`src/hdl/cgi_defs.svh`:
```
/*
 * Register offsets, field positions, reset values and widths of the CAN
 * general status and interrupt block.
 * Assumes a 32-bit classic Wishbone slave with byte addressing.
 */
`ifndef CGI_DEFS_SVH
`define CGI_DEFS_SVH

`define CGI_NUM_OBJ 15
`define CGI_ADR_W 8

// Byte offsets
`define CGI_OFF_STATUS 8'h00
`define CGI_OFF_FLAGS 8'h04
`define CGI_OFF_ENABLES 8'h08
`define CGI_OFF_INUSE_LO 8'h0C
`define CGI_OFF_INUSE_HI 8'h10
`define CGI_OFF_OBJIE_LO 8'h14
`define CGI_OFF_OBJIE_HI 8'h18
`define CGI_OFF_PEND_LO 8'h1C
`define CGI_OFF_PEND_HI 8'h20
`define CGI_OFF_BT1 8'h24

// General status fields
`define CGI_ST_ENABLED 2
`define CGI_ST_BUSOFF 1
`define CGI_ST_ERROR_PASSIVE_STATE 0

// General flag fields
`define CGI_FL_SUMMARY 7
`define CGI_FL_BUSOFF 6
`define CGI_FL_TWRAP 5
`define CGI_FL_BUFFER 4
`define CGI_FL_STUFF 3
`define CGI_FL_CRC 2
`define CGI_FL_FORM 1
`define CGI_FL_ACK 0

// General enable fields
`define CGI_EN_GLOBAL 7
`define CGI_EN_BUSOFF 6
`define CGI_EN_RX 5
`define CGI_EN_TX 4
`define CGI_EN_OBJERR 3
`define CGI_EN_BUFFER 2
`define CGI_EN_GENERR 1
`define CGI_EN_TWRAP 0

// Prescaler field sits in bits 6:1 of the bit timing register
`define CGI_BRP_LSB 1
`define CGI_BRP_W 6

// Reset values
`define CGI_RST_BYTE 8'h00
`define CGI_RST_OBJ 15'h0000
`define CGI_RST_BRP 6'h00

`endif

```
`src/hdl/cgi_pkg.sv`:
```
/*
 * Types of the CAN general status and interrupt block.
 * Assumes cgi_defs.svh is on the include path.
 */
`include "cgi_defs.svh"

package cgi_pkg;

    typedef logic [`CGI_NUM_OBJ-1:0] cgi_obj_t;

    typedef struct packed {
        logic wb_ack;
        logic [31:0] wb_dat;
        logic enabled;
        logic bus_off;
        logic err_passive;
        logic [6:0] flags;
        logic [7:0] enables;
        cgi_obj_t in_use;
        cgi_obj_t obj_ie;
        cgi_obj_t pending;
        logic [`CGI_BRP_W-1:0] baud_prescale_field;
        logic [`CGI_BRP_W-1:0] tq_cnt;
        logic tq_tick;
        logic irq_can;
        logic irq_timer;
    } cgi_state_t;

endpackage

```
`src/hdl/cgi_status_irq.sv`:
```
/*
 * CAN general status, general interrupt flags and enables, per-object
 * in-use, interrupt enable and pending bits, and the baud prescaler.
 * Assumes the protocol engine drives its event inputs as one-cycle
 * pulses synchronous to clock, its state inputs as levels, and that
 * software reaches the registers over classic Wishbone.
 */
// Implementation choices: the register addresses and register access over Wishbone.
`timescale 1ns/1ps
`include "cgi_defs.svh"

// What this block does
// - Enabled flag follows the engine's actual enable state, not the command.
// - Bus-off state bit reads 1 while bus-off; only entry raises its flag.
// - Error-passive state bit reads 1 while error passive; no interrupt.
// - Read-only summary bit is OR of all sources except timer wrap.
// - Bus-off flag sets on entry from error passive; write 1 clears.
// - Timer wrap flag sets on wrap; cleared by write 1 or handler entry.
// - Buffer-done flag sets on buffer receive; clear needs all configs rewritten.
// - Stuff error flag sets on stuff violation; write 1 clears.
// - CRC error flag sets on CRC mismatch; write 1 clears.
// - Form error flag sets on fixed-form violation; write 1 clears.
// - Acknowledge error flag sets on missing dominant ack; write 1 clears.
// - Global enable gates the summary interrupt; timer wrap unaffected.
// - Separate enables for bus-off, rx, tx, object errors, buffer, general errors.
// - Timer wrap enable works alone, independent of the global enable.
// - Fifteen read-only in-use bits set when an object is configured enabled.
// - In-use clears on tx done, rx done without auto reply, configure disabled, abort or standby entry.
// - Fifteen read/write per-object interrupt enables, reset to zero.
// - Fifteen read-only per-object pending bits, reset to zero.
// - Scaled clock period is prescaler field plus one clock periods.
// - Object pending sets on rx, tx or error event with object and category enables set.
// - Writing 0 to a general flag leaves it unchanged.
// - Object errors set only object status, never the general error flags.
module cgi_status_irq
    import cgi_pkg::*;
(
    input wire logic clock,
    input wire logic rstn,
    input wire logic sw_reset,
    input wire logic wb_cyc_i,
    input wire logic wb_stb_i,
    input wire logic wb_we_i,
    input wire logic [`CGI_ADR_W-1:0] wb_adr_i,
    input wire logic [3:0] wb_sel_i,
    input wire logic [31:0] wb_dat_i,
    output logic wb_ack_o,
    output logic [31:0] wb_dat_o,
    input wire logic ctl_enabled,
    input wire logic bus_off,
    input wire logic err_passive,
    input wire logic abort_req,
    input wire logic timer_wrap,
    input wire logic timer_irq_enter,
    input wire logic buf_rx_done,
    input wire logic buf_cfg_rewritten,
    input wire logic gen_stuff_err,
    input wire logic gen_crc_err,
    input wire logic gen_form_err,
    input wire logic gen_ack_err,
    input wire logic [`CGI_NUM_OBJ-1:0] obj_rx_done,
    input wire logic [`CGI_NUM_OBJ-1:0] obj_tx_done,
    input wire logic [`CGI_NUM_OBJ-1:0] obj_err,
    input wire logic [`CGI_NUM_OBJ-1:0] obj_auto_reply,
    input wire logic [`CGI_NUM_OBJ-1:0] obj_cfg_enable,
    input wire logic [`CGI_NUM_OBJ-1:0] obj_cfg_disable,
    input wire logic [`CGI_NUM_OBJ-1:0] obj_irq_ack,
    output logic tq_tick,
    output logic irq_can,
    output logic irq_timer
);

    cgi_state_t st_r;
    cgi_state_t st_nxt;

    logic req;
    logic wr;
    logic [7:0] wbyte;
    logic [7:0] rbyte;
    logic [7:0] w1c;
    logic any_obj_err;
    logic standby_entry;
    logic summary;
    logic [7:0] flags_rd;
    logic [`CGI_NUM_OBJ-1:0] in_use_set;
    logic [`CGI_NUM_OBJ-1:0] in_use_clr;
    logic [`CGI_NUM_OBJ-1:0] pend_set;

    assign req = wb_cyc_i & wb_stb_i & ~st_r.wb_ack;
    assign wr = req & wb_we_i & wb_sel_i[0];
    assign wbyte = wb_dat_i[7:0];
    assign any_obj_err = |obj_err;
    assign standby_entry = st_r.enabled & ~ctl_enabled;

    // Per-object set and clear terms
    genvar gi;
    generate
        for (gi = 0; gi < `CGI_NUM_OBJ; gi = gi + 1) begin : g_obj
            assign in_use_set[gi] = obj_cfg_enable[gi];
            assign in_use_clr[gi] = obj_tx_done[gi]
                | (obj_rx_done[gi] & ~obj_auto_reply[gi])
                | obj_cfg_disable[gi] | abort_req | standby_entry;
            assign pend_set[gi] = st_r.obj_ie[gi]
                & ((obj_rx_done[gi] & st_r.enables[`CGI_EN_RX])
                | (obj_tx_done[gi] & st_r.enables[`CGI_EN_TX])
                | (obj_err[gi] & st_r.enables[`CGI_EN_OBJERR]));
        end
    endgenerate

    // Summary of all sources but the timer wrap
    always_comb begin
        summary = (|st_r.pending)
            | (st_r.flags[`CGI_FL_BUSOFF] & st_r.enables[`CGI_EN_BUSOFF])
            | (st_r.flags[`CGI_FL_BUFFER] & st_r.enables[`CGI_EN_BUFFER])
            | ((|st_r.flags[`CGI_FL_STUFF:`CGI_FL_ACK])
            & st_r.enables[`CGI_EN_GENERR]);
        flags_rd = {summary, st_r.flags};
    end

    // Read mux; unmapped offsets read zero
    always_comb begin
        case (wb_adr_i)
            `CGI_OFF_STATUS: rbyte = {5'h00, st_r.enabled, st_r.bus_off, st_r.err_passive};
            `CGI_OFF_FLAGS: rbyte = flags_rd;
            `CGI_OFF_ENABLES: rbyte = st_r.enables;
            `CGI_OFF_INUSE_LO: rbyte = st_r.in_use[7:0];
            `CGI_OFF_INUSE_HI: rbyte = {1'b0, st_r.in_use[14:8]};
            `CGI_OFF_OBJIE_LO: rbyte = st_r.obj_ie[7:0];
            `CGI_OFF_OBJIE_HI: rbyte = {1'b0, st_r.obj_ie[14:8]};
            `CGI_OFF_PEND_LO: rbyte = st_r.pending[7:0];
            `CGI_OFF_PEND_HI: rbyte = {1'b0, st_r.pending[14:8]};
            `CGI_OFF_BT1: rbyte = {1'b0, st_r.baud_prescale_field, 1'b0};
            default: rbyte = `CGI_RST_BYTE;
        endcase
    end

    // Write-one-to-clear mask for the flag register
    always_comb begin
        w1c = `CGI_RST_BYTE;
        if (wr && wb_adr_i == `CGI_OFF_FLAGS) begin
            w1c = wbyte;
        end
        if (!buf_cfg_rewritten) begin
            w1c[`CGI_FL_BUFFER] = 1'b0;
        end
        if (timer_irq_enter) begin
            w1c[`CGI_FL_TWRAP] = 1'b1;
        end
    end

    always_comb begin
        st_nxt = st_r;

        // Bus slave: one wait state, ack dropped the cycle after
        st_nxt.wb_ack = req;
        if (req) begin
            st_nxt.wb_dat = {24'h00_0000, rbyte};
        end

        // Engine state images
        st_nxt.enabled = ctl_enabled;
        st_nxt.bus_off = bus_off;
        st_nxt.err_passive = err_passive;

        // General flags: clear first, set wins
        st_nxt.flags = st_r.flags & ~w1c[6:0];
        if (bus_off && !st_r.bus_off && st_r.err_passive) begin
            st_nxt.flags[`CGI_FL_BUSOFF] = 1'b1;
        end
        if (timer_wrap) begin
            st_nxt.flags[`CGI_FL_TWRAP] = 1'b1;
        end
        if (buf_rx_done) begin
            st_nxt.flags[`CGI_FL_BUFFER] = 1'b1;
        end
        if (!any_obj_err) begin
            if (gen_stuff_err) begin
                st_nxt.flags[`CGI_FL_STUFF] = 1'b1;
            end
            if (gen_crc_err) begin
                st_nxt.flags[`CGI_FL_CRC] = 1'b1;
            end
            if (gen_form_err) begin
                st_nxt.flags[`CGI_FL_FORM] = 1'b1;
            end
            if (gen_ack_err) begin
                st_nxt.flags[`CGI_FL_ACK] = 1'b1;
            end
        end

        // Software-written registers
        if (wr) begin
            case (wb_adr_i)
                `CGI_OFF_ENABLES: st_nxt.enables = wbyte;
                `CGI_OFF_OBJIE_LO: st_nxt.obj_ie[7:0] = wbyte;
                `CGI_OFF_OBJIE_HI: st_nxt.obj_ie[14:8] = wbyte[6:0];
                `CGI_OFF_BT1: st_nxt.baud_prescale_field = wbyte[`CGI_BRP_LSB +: `CGI_BRP_W];
                default: st_nxt.enables = st_r.enables;
            endcase
        end

        // Object bookkeeping, set wins over clear
        st_nxt.in_use = (st_r.in_use & ~in_use_clr) | in_use_set;
        st_nxt.pending = (st_r.pending & ~obj_irq_ack) | pend_set;

        // Prescaler: one tick every brp+1 clocks
        if (st_r.tq_cnt >= st_r.baud_prescale_field) begin
            st_nxt.tq_cnt = `CGI_RST_BRP;
            st_nxt.tq_tick = 1'b1;
        end else begin
            st_nxt.tq_cnt = st_r.tq_cnt + 6'h01;
            st_nxt.tq_tick = 1'b0;
        end

        // Interrupt requests
        st_nxt.irq_can = summary & st_r.enables[`CGI_EN_GLOBAL];
        st_nxt.irq_timer = st_r.flags[`CGI_FL_TWRAP]
            & st_r.enables[`CGI_EN_TWRAP];

        // Controller software reset clears all but the bus handshake
        if (sw_reset) begin
            st_nxt = '0;
            st_nxt.wb_ack = req;
            st_nxt.wb_dat = st_r.wb_dat;
            if (req) begin
                st_nxt.wb_dat = {24'h00_0000, rbyte};
            end
        end
    end

    always_ff @(posedge clock or negedge rstn) begin
        if (!rstn) begin
            st_r <= '0;
        end else begin
            st_r <= st_nxt;
        end
    end

    assign wb_ack_o = st_r.wb_ack;
    assign wb_dat_o = st_r.wb_dat;
    assign tq_tick = st_r.tq_tick;
    assign irq_can = st_r.irq_can;
    assign irq_timer = st_r.irq_timer;

endmodule

```
`config.mk`:
```
export PLATFORM = sky130hd
export DESIGN_NAME = cgi_status_irq
export DESIGN_NICKNAME = d
export VERILOG_FILES = /design/src/hdl/cgi_pkg.sv /design/src/hdl/cgi_status_irq.sv
export VERILOG_INCLUDE_DIRS = /design/src /design/src/hdl
export SDC_FILE = /design/constraint.sdc
export NUM_CORES = 1
export LEC_CHECK = 0
export BUFFER_PORTS_ARGS = -buffer_cell sky130_fd_sc_hd__buf_2
export CAP_MARGIN = 10
export CORE_MARGIN = 3
export CORE_UTILIZATION = 44
export CTS_CLUSTER_DIAMETER = 120
export DETAILED_ROUTE_END_ITERATION = 8
export PLACE_DENSITY = 0.77
export SYNTH_ARGS = -nofsm -noshare
export SYNTH_HDL_FRONTEND = slang
export SYNTH_SLANG_ARGS = --single-unit
```
`constraint.sdc`:
```
create_clock -name clock -period 1.7 [get_ports clock]
set_input_delay 0.085 -clock clock [delete_from_list [all_inputs] [get_ports clock]]
set_output_delay 0.085 -clock clock [all_outputs]
set_load 0.03 [all_outputs]
```
==> metrics.md <==
| Metric | Value |
|---|---|
| Tightest Pin Transition | 723 ps |
| Critical path type | flop to flop |
| Slew headroom | 51.8% |
| Io pins | 203 |
| Fmax achieved | 543 MHz |
| XOR/XNOR share of the synthesized area | 0.693% |
| Seq cells post-synth | 87 |
| Inst Count DP | 834 |
| Crit path capture type | flop |
| CTS H-tree depth | 3 |
| Crit path DAT | 2060 ps |
| Vias per cell | 5.79 |
| Most numerous cell in the Yosys netlist | dfrtp_1 |
| DRT iter0 DRCs | 487 |
| Max Slew Vio Count | 0 |
| Layout cells sized above 1 | 34.6% |
| Switching power | 1.28 mW |
| First-pass detailed-route iteration total | 5 |
| Clock tree buffer depth | 2 |
| Syn_area_per_cell | 9.48 um^2 |
| Final Hold Fails | 0 |
| Synthesized instance count | 533 |
| Ant diodes | 0 |
| Comb power frac | 13.5% |
| YS warnings | 0 |
| Number of enable flip-flop cells after synthesis | 0 |
| Synth cell count leaders | dfrtp_1 (87), nand2_1 (50), a21oi_1 (42) |
| Unrepaired setup endpoints after global routing | true |
| FF-to-FF path depth | 7 |
| Synth Area in Compound Gates | 16.0% |
| Area Overhead vs Synth | 38.5% |
| CTS clk-pin slew, worst paths | 70 ps |
| Final core utilization | 63.4% |
| Site Rows | 38 |
| Final period util | 108% |
| Max-cap viol count | 0 |
| Mapped Area | 5050 um^2 |
| Drt wl/cell | 20.2 um |
| Initial Utilization | 45.8% |
| Multiplexer share of the synthesized area | 8.49% |
| Dominant synthesized flop cell | dfrtp_1 |
| Antenna violations before repair | 0 |
| Clock power share | 44.1% |
| Core Area | 11000 um^2 |
| TritonCTS clock tree | done |
| Critical path's largest stage delay | 370 ps |
| Crit-path cells | inv_1 > ha_1 > nand2b_4 > a21o_1 > a21oi_4 > o21ai_4 > a2111oi_2 |
| Die ar. | 12800 um^2 |
| Crit path required time | 1920 ps |
| All-Layer GR Usage | 27.5% |
| Simple-gate share of the synthesized area | 21.5% |
| Die W | 113 um |
| Peak supply drop | 0.544 mV |
| Post-Layout Cell Count | 889 |
| Top-area cell type share of the netlist area | 43.1% |
| Fin crit period | 1840 ps |
| Critical path's slowest cell | a2111oi_2 |
| Die Ht | 113 um |
| Crit. Startpoint | st_r[3]$_DFF_PN0_ |
| Hold Path Depth | 3 |
| Internal | 3.72 mW |
| Seq/Total Area, Yosys | 43.1% |
| Grt ovf | 0 |
| HP Class | primary input to flop |
| Crit path launch type | flop |
| Vias in the first global route | 5107 |
| Post-route antenna net violation count | 0 |
| Post-synthesis adder-cell area fraction | 1.73% |
| Final setup vio count | 7 |
| Failing checks | negative setup slack |
| DR DRC count | 0 |
| Sw Ratio | 25.6% |
| Min-delay src | obj_irq_ack[2] |
| Nets | 918 |
| Vias | 5148 |
| Detailed Place HPWL | 13.1 mm |
| Hold Slack | 8.97 ps |
| Area leader, netlist | dfrtp_1 |
| IO Port Bufs | 151 |
| Total CTS buffers | 9 |
| Clock skew | 5.98 ps |
| Crit-path max FO | 6 |
| Clk Latency, worst-skew pair | 350 ps |
| Synth area leaders | dfrtp_1 (43%), mux2i_1 (5.2%), buf_4 (4.8%), a21oi_1 (4.2%), nand2b_1 (4.0%) |
| Share of synthesized registers carrying an async set or reset | 100% |
| Global-route wire length before repair | 27.4 mm |
| Largest family of logic cells by synthesized area | simple AND/OR/NAND/NOR gates |
| PD cells | 715 nW/um^2 |
| Run status | finished with violations |
| Netlist cell types | 53 |
| CTS root buf | clkbuf_16 |
| LEAKAGE | 3.17 nW |
| Placer Congestion | 0.916 |
| Flop pwr share | 42.5% |
| Largest net degree at the start of global routing | 59 |
| Setup ws final | -143 ps |
| WL final | 18.0 mm |
| Reg-to-reg startpoint | st_r[3]$_DFF_PN0_ |
| CTS sink cnt | 87 |
## stage by stage
step	setup TNS (ps)	total power, mW	cell area, um^2	worst slack [ps]
finish	-596	5.01	7000	-143
global route	-1920	5.17	7000	-226
CTS	-530	5.00	6890	-111
detailed placement	-3050	2.76	6130	-288
global placement	-1940	2.74	6130	-137
floorplan	0	2.45	5150	0.0174
## final timing paths
path	slack, ps	to
min in group asynchronous	120	st_r[5]$_DFF_PN0_
max	-140	st_r[3]$_DFF_PN0_
max reg2reg	-140	st_r[3]$_DFF_PN0_
max in group asynchronous	940	st_r[53]$_DFF_PN0_
min reg2reg	480	wb_dat_o[5]$_DFFE_PN0N_
min	9	st_r[17]$_DFF_PN0_
## registers in the layout (all words and copies together) (netlist names)
register,flops
tq_tick,1
st_r,68
wb_ack_o,1
wb_dat_o,8
irq_can,1
irq_timer,1
flags_rd,7
## critical path, delay by kind of cell, from the launching register on
kind	cells	cell delay, ps
buffers and inverters	1	50
adder cells (fa/ha/maj)	1	280
flip-flops	1	340
AND/OR/NAND/NOR	1	130
AO/OA/AOI/OAI	4	910
## routing by layer
metal | GRT usage (%) | up-vias | routed length (um)
li1 | - | 2313 | -
met2 | 44.7 | 289 | 8970
met5 | 0 | - | 0
met1 | 36.1 | 2506 | 7100
met3 | 5.94 | 40 | 1410
met4 | 10.1 | 0 | 492
## power by group through the flow
stage	sequential, mW	clock [mW]	combinational, mW
after floorplan	2.16	0	0.296
after global placement	2.16	0	0.581
after detailed placement	2.16	0	0.592
after CTS	2.12	2.21	0.659
after global routing	2.13	2.32	0.723
final	2.13	2.21	0.674
## cell families after synthesis
logic type | after synthesis
AND/OR/NAND/NOR | 204
AO/OA/AOI/OAI | 118
flip-flops | 87
buffers and inverters | 75
multiplexers | 37
adder cells (fa/ha/maj) | 7
XOR/XNOR | 4
other | 1
## cell usage in the layout, fill, tap and decap left out, types with 6 or more instances in the layout
cell | synthesis | routed
buf_2 | 4 | 150
dfrtp_1 | 87 | 86
nand2_1 | 50 | 50
buf_4 | 32 | 48
a21oi_1 | 42 | 41
nor2_1 | 40 | 39
dlygate4sd3_1 | 0 | 33
nand2b_1 | 32 | 31
conb_1 | 1 | 24
mux2i_1 | 26 | 23
nor3_1 | 20 | 20
nor2b_1 | 18 | 18
a31oi_1 | 17 | 17
a222oi_1 | 15 | 15
inv_1 | 13 | 12
clkbuf_16 | 0 | 9
nand3_1 | 9 | 8
o21ai_0 | 9 | 8
mux2_2 | 7 | 7
ha_1 | 7 | 7
nor4_1 | 8 | 6
## layout make-up
class                      count  area, um^2
inverter                      13        48.8
sequential                    87        2180
timing repair buffer         239        1570
multi-input combinational    394        2700
fill                         892        4030
clock inverter                 6        92.6
tap                          140         175
clock buffer                  10         239
## what timing repair did
item,4_1_cts,5_1_grt
setup endpoints to repair,11,32
setup buffers,5,2
pin swaps,7,10
hold buffers,33,0
endpoints found under the hold margin,119,0
gates resized for setup,18,16
Power figures use the tool's default switching activity.
